==> config.mk <==
export PLATFORM = sky130hd
export DESIGN_NAME = pwc_wave_counter
export DESIGN_NICKNAME = d
export VERILOG_FILES = /design/src/core/pwc_pkg.sv /design/src/core/pwc_chan.sv /design/src/core/pwc_wave_counter.sv
export SDC_FILE = /design/constraint.sdc
export NUM_CORES = 1
export LEC_CHECK = 0
export CORE_MARGIN = 2
export CORE_UTILIZATION = 63
export DETAILED_ROUTE_END_ITERATION = 6
export DONT_BUFFER_PORTS = 1
export GPL_ROUTABILITY_DRIVEN = 0
export GPL_TIMING_DRIVEN = 0
export PLACE_DENSITY_LB_ADDON = 0.3
export SLEW_MARGIN = 20
export SYNTH_ARGS = -nofsm -noshare
export SYNTH_HDL_FRONTEND = slang
export SYNTH_HIERARCHICAL = 1
export SYNTH_SLANG_ARGS = --single-unit
==> constraint.sdc <==
create_clock -name ref_clk -period 6.3 [get_ports ref_clk]
set_clock_uncertainty 0.05 [all_clocks]
set_input_delay 0.315 -clock ref_clk [delete_from_list [all_inputs] [get_ports ref_clk]]
set_output_delay 0.315 -clock ref_clk [all_outputs]
set_load 0.02 [all_outputs]
==> src/core/pwc_pkg.sv <==
// Package for the PWM wave counter: register map, field layout, reset values and states.
// Assumes a Wishbone classic slave with 32-bit data and byte addresses.
// Operation
// - One shared 15-bit counter feeds four channels.
// - Parameter bit 15 selects channel polarity.
// - Mode register selects up or up-down counting.
// - Period top and prescaler set PWM period.
// - Top below compare: no edges, falling-first high.
// - Compare registers loaded only by sequence decoder.
// - Period top writable anytime, sampled at period ends.
// - Load mode load_a uses RAM top value.
// - Other modes sample top on start, loads and every period end.
// - Up mode wraps at top; outputs invert there.
// - Falling-first: compare zero low, compare top high.
// - Up mode pulses are edge-aligned at wrap.
// - Up period is top base clocks.
// - Up-down reverses at top; center-aligned pulses.
// - Up-down period is twice top base clocks.
// - Four channel outputs drive assigned GPIO pins.
// - Parameter splits into polarity and 15-bit compare.
// - Idle start fetches first value then counts.
// - Stop in run ends period, idles pins, raises halted.
package pwc_pkg;
    localparam int PWC_CW = 15;
    localparam int PWC_NCH = 4;
    localparam logic [7:0] PWC_OFF_TOP = 8'h00;
    localparam logic [7:0] PWC_OFF_MODE = 8'h04;
    localparam logic [7:0] PWC_OFF_PRESC = 8'h08;
    localparam logic [7:0] PWC_OFF_LOAD = 8'h0C;
    localparam logic [7:0] PWC_OFF_STAT = 8'h10;
    localparam logic [14:0] PWC_TOP_RST = 15'h03E8;
    localparam logic [2:0] PWC_PRESC_RST = 3'h0;
    localparam int PWC_POL_BIT = 15;
    localparam logic [1:0] PWC_LOAD_A = 2'h3;
    typedef enum logic [1:0] {PWC_IDLE = 2'b00, PWC_FETCH = 2'b01, PWC_RUN = 2'b11, PWC_STOP = 2'b10} pwc_state_t;
    typedef struct packed {
        logic pol;
        logic [14:0] cmp;
    } pwc_param_t;
endpackage

==> src/core/pwc_chan.sv <==
`timescale 1ns/1ns
// One compare channel: turns counter value, compare and polarity into a pin level.
// Assumes count, top and direction come from the shared counter in the same clock.
module pwc_chan
    import pwc_pkg::*;
(
    input wire logic [14:0] count,
    input wire logic [14:0] top,
    input wire pwc_param_t prm,
    output logic level
);
    // Active phase is count below compare in both modes; in up-down the down leg mirrors it, giving centred pulses.
    // Compare 0 never active, compare >= top always active, so no edges appear.
    logic active;
    always_comb
    begin
        active = (prm.cmp > top) ? 1'b1 : (count < prm.cmp);
        level = prm.pol ? active : ~active;
    end
endmodule // pwc_chan

==> src/core/pwc_wave_counter.sv <==
// Chosen here: register access over Wishbone and the placing of the registers.
`timescale 1ns/1ns
// Wave counter top level: Wishbone registers, prescaler, shared counter, sequencer and four channels.
// Assumes the decoder presents one parameter per channel with a one-cycle valid strobe.
module pwc_wave_counter
    import pwc_pkg::*;
#(
    parameter int NCH = PWC_NCH
)
(
    input wire logic ref_clk,
    input wire logic arst_n,
    input wire logic clk_en,
    input wire logic [7:0] wb_adr_i,
    input wire logic [31:0] wb_dat_i,
    output logic [31:0] wb_dat_o,
    input wire logic wb_we_i,
    input wire logic [3:0] wb_sel_i,
    input wire logic wb_cyc_i,
    input wire logic wb_stb_i,
    output logic wb_ack_o,
    input wire logic sequence_start_task,
    input wire logic stop_task,
    output logic fetch_req,
    input wire logic dec_valid,
    input wire pwc_param_t [NCH-1:0] dec_param,
    input wire logic [14:0] dec_top,
    input wire logic [NCH-1:0] gpio_idle,
    output logic [NCH-1:0] channel_output,
    output logic halted_event,
    output logic period_end
);
    // ------------------------------------------------------------
    // Register slave
    // ------------------------------------------------------------
    logic [14:0] period_top_r;
    logic mode_r;
    logic [2:0] presc_r;
    logic [1:0] load_sel_r;
    logic running;
    pwc_state_t state_r;
    logic [14:0] cnt_r;
    logic ack_r;
    logic wr;
    // The write lands at the edge where the master samples ack high, so it never lands before the answer.
    assign wr = wb_cyc_i & wb_stb_i & wb_we_i & ack_r & wb_sel_i[0];
    assign wb_ack_o = ack_r;

    // One registered ack per request after one wait state; dropped in the cycle after.
    always_ff @(posedge ref_clk or negedge arst_n)
    begin
        if (!arst_n)
            ack_r <= 1'b0;
        else if (clk_en)
            ack_r <= wb_cyc_i & wb_stb_i & ~ack_r;
    end

    // Software-writable settings; compare values have no address at all. Top writes are safe anytime.
    always_ff @(posedge ref_clk or negedge arst_n)
    begin
        if (!arst_n)
        begin
            period_top_r <= PWC_TOP_RST;
            mode_r <= 1'b0;
            presc_r <= PWC_PRESC_RST;
            load_sel_r <= 2'h0;
        end
        else if (clk_en && wr)
        begin
            case (wb_adr_i)
                PWC_OFF_TOP: period_top_r <= wb_dat_i[14:0];
                PWC_OFF_MODE: mode_r <= wb_dat_i[0];
                PWC_OFF_PRESC: presc_r <= wb_dat_i[2:0];
                PWC_OFF_LOAD: load_sel_r <= wb_dat_i[1:0];
                default: ;
            endcase
        end
    end

    // Read data is registered; unmapped offsets read zero.
    always_ff @(posedge ref_clk or negedge arst_n)
    begin
        if (!arst_n)
            wb_dat_o <= 32'h0000_0000;
        else if (clk_en)
        begin
            case (wb_adr_i)
                PWC_OFF_TOP: wb_dat_o <= {17'h0_0000, period_top_r};
                PWC_OFF_MODE: wb_dat_o <= {31'h0000_0000, mode_r};
                PWC_OFF_PRESC: wb_dat_o <= {29'h0000_0000, presc_r};
                PWC_OFF_LOAD: wb_dat_o <= {30'h0000_0000, load_sel_r};
                PWC_OFF_STAT: wb_dat_o <= {14'h0000, cnt_r, running, state_r};
                default: wb_dat_o <= 32'h0000_0000;
            endcase
        end
    end

    // ------------------------------------------------------------
    // Prescaler
    // ------------------------------------------------------------
    logic [7:0] pre_r;
    logic tick;
    assign running = (state_r == PWC_RUN) || (state_r == PWC_STOP);
    assign tick = running && (pre_r == ((8'h01 << presc_r) - 8'h01));

    // Divides ref_clk by 2^presc to make the PWM base clock enable.
    always_ff @(posedge ref_clk or negedge arst_n)
    begin
        if (!arst_n)
            pre_r <= 8'h00;
        else if (clk_en)
            pre_r <= (!running || tick) ? 8'h00 : pre_r + 8'h01;
    end

    // ------------------------------------------------------------
    // Shared counter and active settings
    // ------------------------------------------------------------
    logic down_r;
    logic [14:0] top_act_r;
    logic mode_act_r;
    logic wrap;
    pwc_param_t [NCH-1:0] prm_r;
    // Period ends at top in up mode, at the return to zero in up-down mode.
    assign wrap = tick && (mode_act_r ? (down_r && cnt_r <= 15'h0001) : (cnt_r >= top_act_r - 15'h0001));
    assign period_end = wrap;

    // One 15-bit counter for all channels.
    always_ff @(posedge ref_clk or negedge arst_n)
    begin
        if (!arst_n)
        begin
            cnt_r <= 15'h0000;
            down_r <= 1'b0;
        end
        else if (clk_en)
        begin
            if (!running)
            begin
                cnt_r <= 15'h0000;
                down_r <= 1'b0;
            end
            else if (wrap)
            begin
                cnt_r <= 15'h0000;
                down_r <= 1'b0;
            end
            else if (tick && mode_act_r && !down_r && cnt_r >= top_act_r - 15'h0001)
            begin
                cnt_r <= top_act_r;
                down_r <= 1'b1;
            end
            else if (tick)
                cnt_r <= down_r ? cnt_r - 15'h0001 : cnt_r + 15'h0001;
        end
    end

    // ------------------------------------------------------------
    // Sequencer: start, fetch, run, stop
    // ------------------------------------------------------------
    logic take;
    assign take = dec_valid && ((state_r == PWC_FETCH) || (state_r == PWC_RUN && wrap));
    assign fetch_req = (state_r == PWC_FETCH) || (state_r == PWC_RUN);

    always_ff @(posedge ref_clk or negedge arst_n)
    begin
        if (!arst_n)
        begin
            state_r <= PWC_IDLE;
            halted_event <= 1'b0;
        end
        else if (clk_en)
        begin
            halted_event <= 1'b0;
            case (state_r)
                PWC_IDLE: if (sequence_start_task) state_r <= PWC_FETCH;
                PWC_FETCH: if (stop_task) state_r <= PWC_IDLE;
                           else if (dec_valid) state_r <= PWC_RUN;
                PWC_RUN: if (stop_task) state_r <= PWC_STOP;
                PWC_STOP: if (wrap)
                begin
                    state_r <= PWC_IDLE;
                    halted_event <= 1'b1;
                end
                default: state_r <= PWC_IDLE;
            endcase
        end
    end

    // Compare is latched only on decoder loads; top and mode also at every period end in run (top only on loads in load_a).
    always_ff @(posedge ref_clk or negedge arst_n)
    begin
        if (!arst_n)
        begin
            prm_r <= '0;
            top_act_r <= PWC_TOP_RST;
            mode_act_r <= 1'b0;
        end
        else if (clk_en && (take || (state_r == PWC_RUN && wrap)))
        begin
            if (take)
                prm_r <= dec_param;
            // In load_a the decoder top is only valid with its strobe, so a plain period end keeps the old top.
            if (load_sel_r == PWC_LOAD_A)
            begin
                if (take)
                    top_act_r <= dec_top;
            end
            else
                top_act_r <= period_top_r;
            mode_act_r <= mode_r;
        end
    end

    // ------------------------------------------------------------
    // Channels and pins
    // ------------------------------------------------------------
    logic [NCH-1:0] lvl;
    for (genvar i = 0; i < NCH; i++)
    begin : g_ch
        pwc_chan u_ch (
            // The down leg is shown one step lower, so each leg is active for cmp steps and duty moves by two.
            .count(down_r ? cnt_r - 15'h0001 : cnt_r),
            .top(top_act_r),
            .prm(prm_r[i]),
            .level(lvl[i])
        );
    end

    // Registered pins; idle shows the GPIO level.
    always_ff @(posedge ref_clk or negedge arst_n)
    begin
        if (!arst_n)
            channel_output <= '0;
        else if (clk_en)
            channel_output <= running ? lvl : gpio_idle;
    end

    // ------------------------------------------------------------
    // Checks
    // ------------------------------------------------------------
    chk_halt_idle: assert property (@(posedge ref_clk) disable iff (!arst_n)
        halted_event |-> state_r == PWC_IDLE)
        else $error("halted without idle");
    chk_cnt_top: assert property (@(posedge ref_clk) disable iff (!arst_n)
        running && top_act_r != 15'h0000 |-> cnt_r <= top_act_r)
        else $error("counter above top");
    chk_idle_pins: assert property (@(posedge ref_clk) disable iff (!arst_n)
        clk_en && !running |=> channel_output == $past(gpio_idle))
        else $error("idle pins wrong");
    chk_wrap_zero: assert property (@(posedge ref_clk) disable iff (!arst_n)
        clk_en && wrap && state_r == PWC_RUN |=> cnt_r == 15'h0000)
        else $error("no wrap to zero");
    chk_start_fetch: assert property (@(posedge ref_clk) disable iff (!arst_n)
        clk_en && state_r == PWC_IDLE && sequence_start_task |=> state_r == PWC_FETCH)
        else $error("start not fetching");
    chk_top_load: assert property (@(posedge ref_clk) disable iff (!arst_n)
        clk_en && take && load_sel_r == PWC_LOAD_A |=> top_act_r == $past(dec_top))
        else $error("load_a top wrong");
    chk_top_sw: assert property (@(posedge ref_clk) disable iff (!arst_n)
        clk_en && take && load_sel_r != PWC_LOAD_A |=> top_act_r == $past(period_top_r))
        else $error("top not sampled");
    chk_ack_drop: assert property (@(posedge ref_clk) disable iff (!arst_n)
        clk_en && wb_ack_o |=> !wb_ack_o)
        else $error("ack held");
    cov_updown: cover property (@(posedge ref_clk) disable iff (!arst_n) down_r && wrap);
    cov_halt: cover property (@(posedge ref_clk) disable iff (!arst_n) halted_event);
    cov_loada: cover property (@(posedge ref_clk) disable iff (!arst_n) take && load_sel_r == PWC_LOAD_A);
endmodule // pwc_wave_counter

### Word level (Yosys, flattened, before mapping)

Index checks and enable logic that the tools add are counted.

* register bits after elaboration: 165
* bits in latches: 0
* RAM bits: 0
* memory bits (read-only): 0
* memories kept: 0

* add/subtract/negate cells: 5
* multipliers: 0
* div/mod/pow operators: 0
* order comparisons: 10
* equality and inequality tests: 16
* shift-type cells: 1
* multiplexer cells: 31
* bitwise operators: 10
* reductions and logical operators: 28

Operator list (number)
* $mux W15: 8
* $pmux W18 S5: 1
* $gt A15 B15 Y1: 4
* $lt A15 B15 Y1: 4
* $sub A15 B1 Y15 const B: 2
* $eq A8 B4 Y1 const B: 2
* $reduce_and A2 Y1: 8
* $add A15 B1 Y15 const B: 1
* $ge A15 B15 Y1: 1
* $le A15 B1 Y1 const B: 1
* $mux W1: 14
* $logic_and A1 B1 Y1: 10
* $mux W2: 5
* $add A8 B1 Y8 const B: 1
* $eq A8 B3 Y1 const B: 1
* $eq A8 B5 Y1 const B: 1
* $eq A8 B8 Y1: 1
* $logic_not A8 Y1: 1
* $mux W8: 1
* $ne A2 B2 Y1 const B: 4
* $pmux W2 S4: 1
* $shl A1 B3 Y8 const A: 1
* $sub A8 B1 Y8 const B: 1
* $eq A2 B2 Y1 const B: 3
* other kinds (11): 24

### Longest topological paths before layout

Gate-level depths: netlist of run 1.

* word-level depth: 11
* gate-level depth with buffers: 17
* mapped depth without buffers: 15

### Cells and area by module

Netlist of run 1, hierarchy kept.

Modules (own cells, without submodules)
* pwc_wave_counter: instances 1, cells each 698, area each 7992.7 sq um, seq. area each 3793.6 sq um
* pwc_chan: instances 4, cells each 105, area each 726.9 sq um, seq. area each 0.0 sq um

### Worst setup path after synthesis of run 1

No wires, ideal clock.

* path type: reg-to-output
* start point: reg top_act_r[0]
* end point: out period_end
* arrival: 3.322 ns
* data required time: 5.935 ns
* slack: 2.613 ns
* stages on the path, launching flop included: 16
* buffers on the path: 2
* cell sequence: dfrtp_1 > inv_1 > ha_1 > nand2b_1 > nor2b_1 > nand2_1 > nor3_1 > xnor2_1 > ha_1 > nand4_1 > a2111oi_0 > a211oi_1 > or2_2 > buf_2 > buf_2 > nor2_1

* word-level cells in the longest chain between the ends: 4

RTL lines
* start, declared: RTL line pwc_wave_counter.sv:119 `logic [14:0] top_act_r;`
* start signal, assigned: RTL line pwc_wave_counter.sv:206 `top_act_r <= dec_top;`
* start signal, assigned: RTL line pwc_wave_counter.sv:209 `top_act_r <= period_top_r;`
* $sub A15 B1 Y15: RTL line pwc_wave_counter.sv:124 `assign wrap = tick && (mode_act_r ? (down_r && cnt_r <= 15'h0001) : (cnt_r >= top_act_r - 15'h0001));`
* $ge A15 B15 Y1: RTL line pwc_wave_counter.sv:124
* $mux W1: RTL line pwc_wave_counter.sv:124
* $logic_and A1 B1 Y1: RTL line pwc_wave_counter.sv:124
* end, declared: RTL line pwc_wave_counter.sv:31 `output logic period_end`

No other way between the ends.

### Worst setup path in the final report of run 1

Same ends and word-level chain as after synthesis.

==> results of run 1 <==
==> synthesized netlist by cell type, drive strengths merged, types with 10 or more instances <==
| cell | n | area, um2 |
|---|---|---|
| dfrtp | 139 | 3478 |
| nor2 | 63 | 236.5 |
| o22ai | 15 | 100.1 |
| mux2i | 25 | 250.2 |
| buf | 39 | 265.3 |
| o21ai | 32 | 163.9 |
| mux2 | 112 | 1291 |
| a31oi | 10 | 62.56 |
| inv | 144 | 540.5 |
| xnor2 | 24 | 210.2 |
| o2bb2ai | 15 | 131.4 |
| a22oi | 12 | 90.09 |
| nor4 | 12 | 96.34 |
| xor2 | 13 | 113.9 |
| nand3 | 26 | 145.1 |
| a21oi | 86 | 449.2 |
| clkbuf | 17 | 63.81 |
| nand4 | 24 | 150.1 |
| ha | 138 | 1727 |
| nand2 | 55 | 206.5 |
| a41oi | 12 | 105.1 |
| nor3 | 10 | 60.06 |
| dfstp | 12 | 315.3 |
==> what timing repair did <==
action,CTS,global route
hold buffers,82,0
endpoints found under the hold margin,237,0
setup endpoints to repair,0,0
buffers inserted,0,0
==> sequential cells by signal, indices dropped and copies added (netlist names), 2 cells and up <==
signal and cells:
period_top_r 15, cnt_r 15, wb_dat_o 18, prm_r 64, channel_output 4, pre_r 8, load_sel_r 2, state_r 2
top_act_r 15, presc_r 3
==> metal layers <==
| layer | up-vias | GRT usage |
|---|---|---|
| met5 | - | 0 |
| met4 | 0 | 0.1586 |
| li1 | 4196 | - |
| met2 | 511 | 0.5432 |
| met1 | 4479 | 0.4586 |
| met3 | 113 | 0.08941 |
==> kinds of logic after synthesis <==
| kind of cell | after synthesis | synth area share |
|---|---|---|
| AND/OR/NAND/NOR | 232 | 0.1085 |
| AO/OA/AOI/OAI | 222 | 0.1338 |
| buffers and inverters | 200 | 0.07977 |
| flip-flops | 151 | 0.3480 |
| adder cells (fa/ha/maj) | 138 | 0.1584 |
| multiplexers | 137 | 0.1414 |
| XOR/XNOR | 37 | 0.02973 |
| other | 1 | 0.0003440 |
==> final cells by class <==
type	count	area, um2	share of cell area
buffer	56	329.1	0.02594
timing repair buffer	82	838.3	0.06608
clock inverter	14	177.7	0.01401
multi-input combinational	780	6286	0.4955
tap	225	281.5	0.02219
sequential	151	3794	0.2990
inverter	144	540.5	0.04261
clock buffer	18	439.2	0.03462
==> worst max-delay path, stage by stage (launching register included) <==
cell       delay [ns]
dfrtp_1          0.51
inv_1            0.18
ha_1             0.25
nand2b_1         0.11
nor2b_1          0.22
nand2_1          0.16
nor3_1           0.22
xnor2_1          0.09
ha_1             0.31
nand4_1          0.12
a2111oi_0        0.78
a211oi_1         0.27
or2_2            0.34
buf_2            0.17
buf_2            0.20
nor2_1           0.34
==> per-stage QoR <==
step / setup slack [ns] / hold slack (ns)
finish: 1.208 / 0.03123
global route: 0.8931 / 0.04490
CTS: 1.245 / 0.02837
detailed placement: 1.700 / -0.02476
global placement: 1.733 / -0.02424
floorplan: 2.613 / -0.03059
==> final timing paths <==
| kind | from | endpoint | slack [ns] | depth (start not counted) |
|---|---|---|---|---|
| min reg2reg | prm_r[16] | prm_r[16] | 0.44 | 1 |
| max in group asynchronous | arst_n | prm_r[30] | 5.12 | 2 |
| min | wb_stb_i | wb_ack_o | 0.03 | 2 |
| max | top_act_r[0] | period_end | 1.21 | 15 |
| max reg2reg | top_act_r[0] | prm_r[57] | 1.51 | 15 |
| min in group asynchronous | arst_n | period_top_r[4] | 0.44 | 2 |
==> power by group through the flow <==
stage	combinational [W]	clock, W	sequential, W
floorplan	0.00136	0	0.00138
global placement	0.00165	0	0.00146
detailed placement	0.00176	0	0.00148
CTS	0.00186	0.00108	0.00146
global route	0.00216	0.00113	0.00150
finish	0.00193	0.00107	0.00148
==> flow_summary.json, run 1 <==
{
  "status": "finished, final reports clean",
  "power_w": 0.004484,
  "yosys_most_used_dff": "dfrtp_1",
  "top_layer": "met4",
  "p_sw_frac": 0.4198,
  "wl_met1_um": 12500,
  "fillers": 1251,
  "die_h_um": 135.5,
  "drv_slew": 0,
  "route.met2.wl_um": 14110,
  "die_w_um": 135.5,
  "tightest_slew_ns": 0.8445,
  "vias": 9299,
  "drtPass1Iterations": 7,
  "layout.cells.non_filler": 1470,
  "p_sw_w": 0.001882,
  "yosysSeqAreaShare": 0.3480,
  "cp.required_ns": 5.93,
  "max_cap_viol_count": 0,
  "path_class": "reg2out",
  "ant_nets": 0,
  "cts_root_buffer": "clkbuf_16",
  "rsz0062_at_grt": "no",
  "cts.path.max_buffers": 2,
  "synthArstFlopShare": 1.000,
  "setup_viol": 0,
  "first_iter_violations": 878,
  "cts_tree": "built",
  "yosys_warnings": 6,
  "start_util": 0.6368,
  "drc": 0,
  "cts_buffers": 17,
  "clkTransAtPathRegs_ns": 0.07,
  "setup_tns_ns": 0,
  "cts_resized": 0,
  "worst_slew_margin_rel": 0.4225,
  "area_growth_pct": 16.38,
  "path_max_fanout": 10,
  "row_count": 48,
  "cp-end-kind": "primary output",
  "place_area_mm2": 0.01123,
  "wire_per_inst_um": 21.08,
  "netlist_area_mm2": 0.01090,
  "max_freq_ghz": 0.1964,
  "final-hold-violation-count": 0,
  "antenna_found_initial": 0,
  "final_core_util": 0.7412,
  "fin_crit_sh": 0.8082,
  "ys_seq_elements": 151,
  "grt_pass1_wl_um": 48730,
  "portBuffers": 0,
  "core_mm2": 0.01712,
  "num_antenna_cells": 0,
  "grt_pass1_vias": 9224,
  "p_leak_nw": 6.007,
  "combPwrFrac": 0.432,
  "detailed_place_hpwl_um": 21210,
  "cellInternalPower_w": 0.002601,
  "vdd_ir_drop_max_v": 0.0002674,
  "track_usage": 0.3485,
  "min_path_type": "in2reg",
  "synth_edf_count": 0,
  "start_kind": "flop",
  "power_frac_seq": 0.329,
  "cts_max_level": 4,
  "layout_common_cells": "inv_1, dfrtp_1, ha_1",
  "avgSynthCellArea_um2": 9.750,
  "finalInstanceArea_mm2": 0.01269,
  "drive_gt1_frac": 0.1253,
  "powerDensity_mw_per_mm2": 353.5,
  "layout.nets": 1506,
  "wl_met3_um": 3178,
  "placed_cells": 1356,
  "ios": 176,
  "arrival_ns": 4.73,
  "cts_num_sinks": 151,
  "routed_wl_um": 30990,
  "synthCells": 1118,
  "grt.overflow.total": 0,
  "synth_cell_types": 68,
  "post-route-min-period_ns": 5.092,
  "vias_per_cell": 6.326,
  "clock_latency_ns": 0.44,
  "grt_max_degree": 152,
  "final_common_cell": "inv_1",
  "fp.dieArea_mm2": 0.01837,
  "pwr-share-clk": 0.239
}
(Power assumes the default switching activity.)
==> run 2: changes to the inputs <==
==> constraint.sdc (replaced) <==
create_clock -name ref_clk -period 4.73 [get_ports ref_clk]
set_clock_uncertainty 0.05 [all_clocks]
set_input_delay 0.2365 -clock ref_clk [delete_from_list [all_inputs] [get_ports ref_clk]]
set_output_delay 0.2365 -clock ref_clk [all_outputs]
set_load 0.02 [all_outputs]
==> run 2 against run 1 <==
Net effect:
- clock power grew 34%
- final area grew 1.1%
- wire length grew 0.52%
- highest routed layer unchanged
- die area is the same
- largest cell class unchanged
- count of clock-buffer cells in the layout is the same
- worst hold slack lost 0.010 ns
- final cell count grew 0.75%
- flip-flop and latch count is the same
==> flow_summary.json, run 2 (synthesized netlist as in run 1, its figures left out) <==
{
  "status": "finished, final reports clean",
  "layout.nets": 1517,
  "grt_max_degree": 152,
  "drv_slew": 0,
  "cts_tree": "built",
  "reg_top3": "prm_r (64), wb_dat_o (18)",
  "die_h_um": 135.5,
  "setup_viol": 0,
  "ff2ff_path_depth": 15,
  "vdd_ir_drop_max_v": 0.0003550,
  "cp.required_ns": 4.44,
  "portBuffers": 0,
  "crit_buf_inv": 3,
  "grt.overflow.total": 0,
  "cts_root_buffer": "clkbuf_16",
  "row_count": 48,
  "cts_num_sinks": 151,
  "min_path_type": "in2reg",
  "min_from": "dec_valid",
  "rsz0062_at_grt": "no",
  "cp-end-kind": "primary output",
  "post-route-min-period_ns": 4.458,
  "slowest_stage": "dfrtp_1",
  "cts_max_level": 4,
  "final_common_cell": "inv_1",
  "area_growth_pct": 17.65,
  "fin_crit_sh": 0.9425,
  "crit_family": "simple AND/OR/NAND/NOR gates",
  "grt_pass1_vias": 9261,
  "num_antenna_cells": 0,
  "first_iter_violations": 915,
  "r2r_slack_ns": 0.46,
  "detailed_place_hpwl_um": 21210,
  "vias": 9336,
  "hold_depth": 4,
  "path_class": "reg2out",
  "final-hold-violation-count": 0,
  "routed_wl_um": 31150,
  "ant_nets": 0,
  "start_util": 0.6368,
  "drtPass1Iterations": 6,
  "holdPathEnd": "state_r[1]",
  "start_kind": "flop",
  "antenna_found_initial": 0,
  "arrival_ns": 4.17,
  "r2r-end": "prm_r[23]",
  "path_max_fanout": 10,
  "fin_ws_ns": 0.2722,
  "tightest_slew_ns": 0.7959,
  "max_cap_viol_count": 0,
  "drive_gt1_frac": 0.1274,
  "wire_per_inst_um": 21.04,
  "max_freq_ghz": 0.2243,
  "cts_buffers": 17,
  "largest_reg_flops": 64,
  "fp.dieArea_mm2": 0.01837,
  "worst_slew_margin_rel": 0.4656,
  "largest_register": "prm_r",
  "cts.path.max_buffers": 2,
  "vias_per_cell": 6.304,
  "setup_tns_ns": 0,
  "place_ws_ns": 0.1305,
  "max_stage_delay_ns": 0.52,
  "rr_startpoint": "top_act_r[0]",
  "powerDensity_mw_per_mm2": 468.2,
  "fillers": 1230,
  "grt_pass1_wl_um": 48940,
  "ios": 176,
  "clock_latency_ns": 0.44,
  "drc": 0,
  "layout_common_cells": "inv_1, dfrtp_1, ha_1",
  "path_cells": "inv_1 > ha_1 > nand2b_1 > nor2b_2 > nand2_1 > nor3_1 > xnor2_1 > ha_1 > nand4_1 > a2111oi_4 > a211oi_2 > or2_2 > buf_2 > buf_2 > nor2_2",
  "die_w_um": 135.5,
  "track_usage": 0.3496,
  "p_leak_nw": 6.056,
  "clkTransAtPathRegs_ns": 0.07,
  "core_mm2": 0.01712
}
-- run 2: worst register-to-register path, cell delays in order (launching register included) --
cell       delay, ns
dfrtp_1         0.52
inv_1           0.18
ha_1            0.24
nand2b_1        0.12
nor2b_2         0.18
nand2_1         0.14
nor3_1          0.21
xnor2_1         0.09
ha_1            0.31
nand4_1         0.18
a2111oi_4       0.45
a211oi_2        0.16
o21ai_2         0.26
nand3_2         0.34
buf_4           0.34
mux2_1          0.36
-- run 2: layout make-up --
| class | instances | area, um2 | area share |
|---|---|---|---|
| Buffer | 56 | 329.1 | 0.02566 |
| Clock buffer | 18 | 439.2 | 0.03424 |
| Clock inverter | 14 | 177.7 | 0.01385 |
| Inverter | 144 | 540.5 | 0.04215 |
| Multi-Input combinational cell | 780 | 6315 | 0.4924 |
| Sequential cell | 151 | 3794 | 0.2958 |
| Tap cell | 225 | 281.5 | 0.02195 |
| Timing Repair Buffer | 93 | 948.4 | 0.07395 |
-- run 2: power by group --
| group | leakage, nW | switching [W] | total [W] | internal [W] |
|---|---|---|---|---|
| logic | 3.79 | 0.00150 | 0.00261 | 0.00111 |
| clock network | 0.300 | 0.000654 | 0.00143 | 0.000776 |
| registers | 1.96 | 0.000369 | 0.00196 | 0.00160 |
-- run 2: how the worst max path moves through the flow --
stage,startpoint,endpoint,slack [ns],depth (start not counted)
floorplan,top_act_r[0],period_end,1.12,15
global placement,top_act_r[0],prm_r[15],0.16,15
detailed placement,top_act_r[0],prm_r[8],0.13,15
CTS,top_act_r[0],period_end,0.09,15
global route,top_act_r[2],period_end,0.07,12
finish,top_act_r[0],period_end,0.27,15
-- run 2: stage by stage --
| stage | instances | util | power (W) | area [um2] | hold WS (ns) |
|---|---|---|---|---|---|
| 6_report | 1481 | 0.7493 | 0.006005 | 12820 | 0.02093 |
| 2_1_floorplan | 1131 | - | 0.003640 | 10950 | -0.1091 |
| 5_1_grt | 1481 | 0.7493 | 0.006399 | 12820 | 0.01193 |
| 3_3_place_gp | 1356 | 0.6561 | 0.004149 | 11230 | -0.1027 |
| 3_5_place_dp | 1356 | 0.6561 | 0.004308 | 11230 | -0.1033 |
| 4_1_cts | 1481 | 0.7480 | 0.005875 | 12800 | 0.001381 |
-- run 2: what timing repair did --
item / in CTS / in global routing
hold endpoints to repair: 247 / 0
endpoints found under the setup margin: 1 / 1
buffers inserted: 0 / 0
resized for setup: 2 / 4
hold buffers: 93 / 0
pin swaps: 0 / 0
-- run 2: per-layer routing --
layer,GRT usage,routed length [um],vias to the layer above
met1,0.4677,12700,4534
li1,-,-,4213
met5,0,0,-
met2,0.5488,14200,486
met3,0.08118,3135,103
met4,0.1464,1120,0
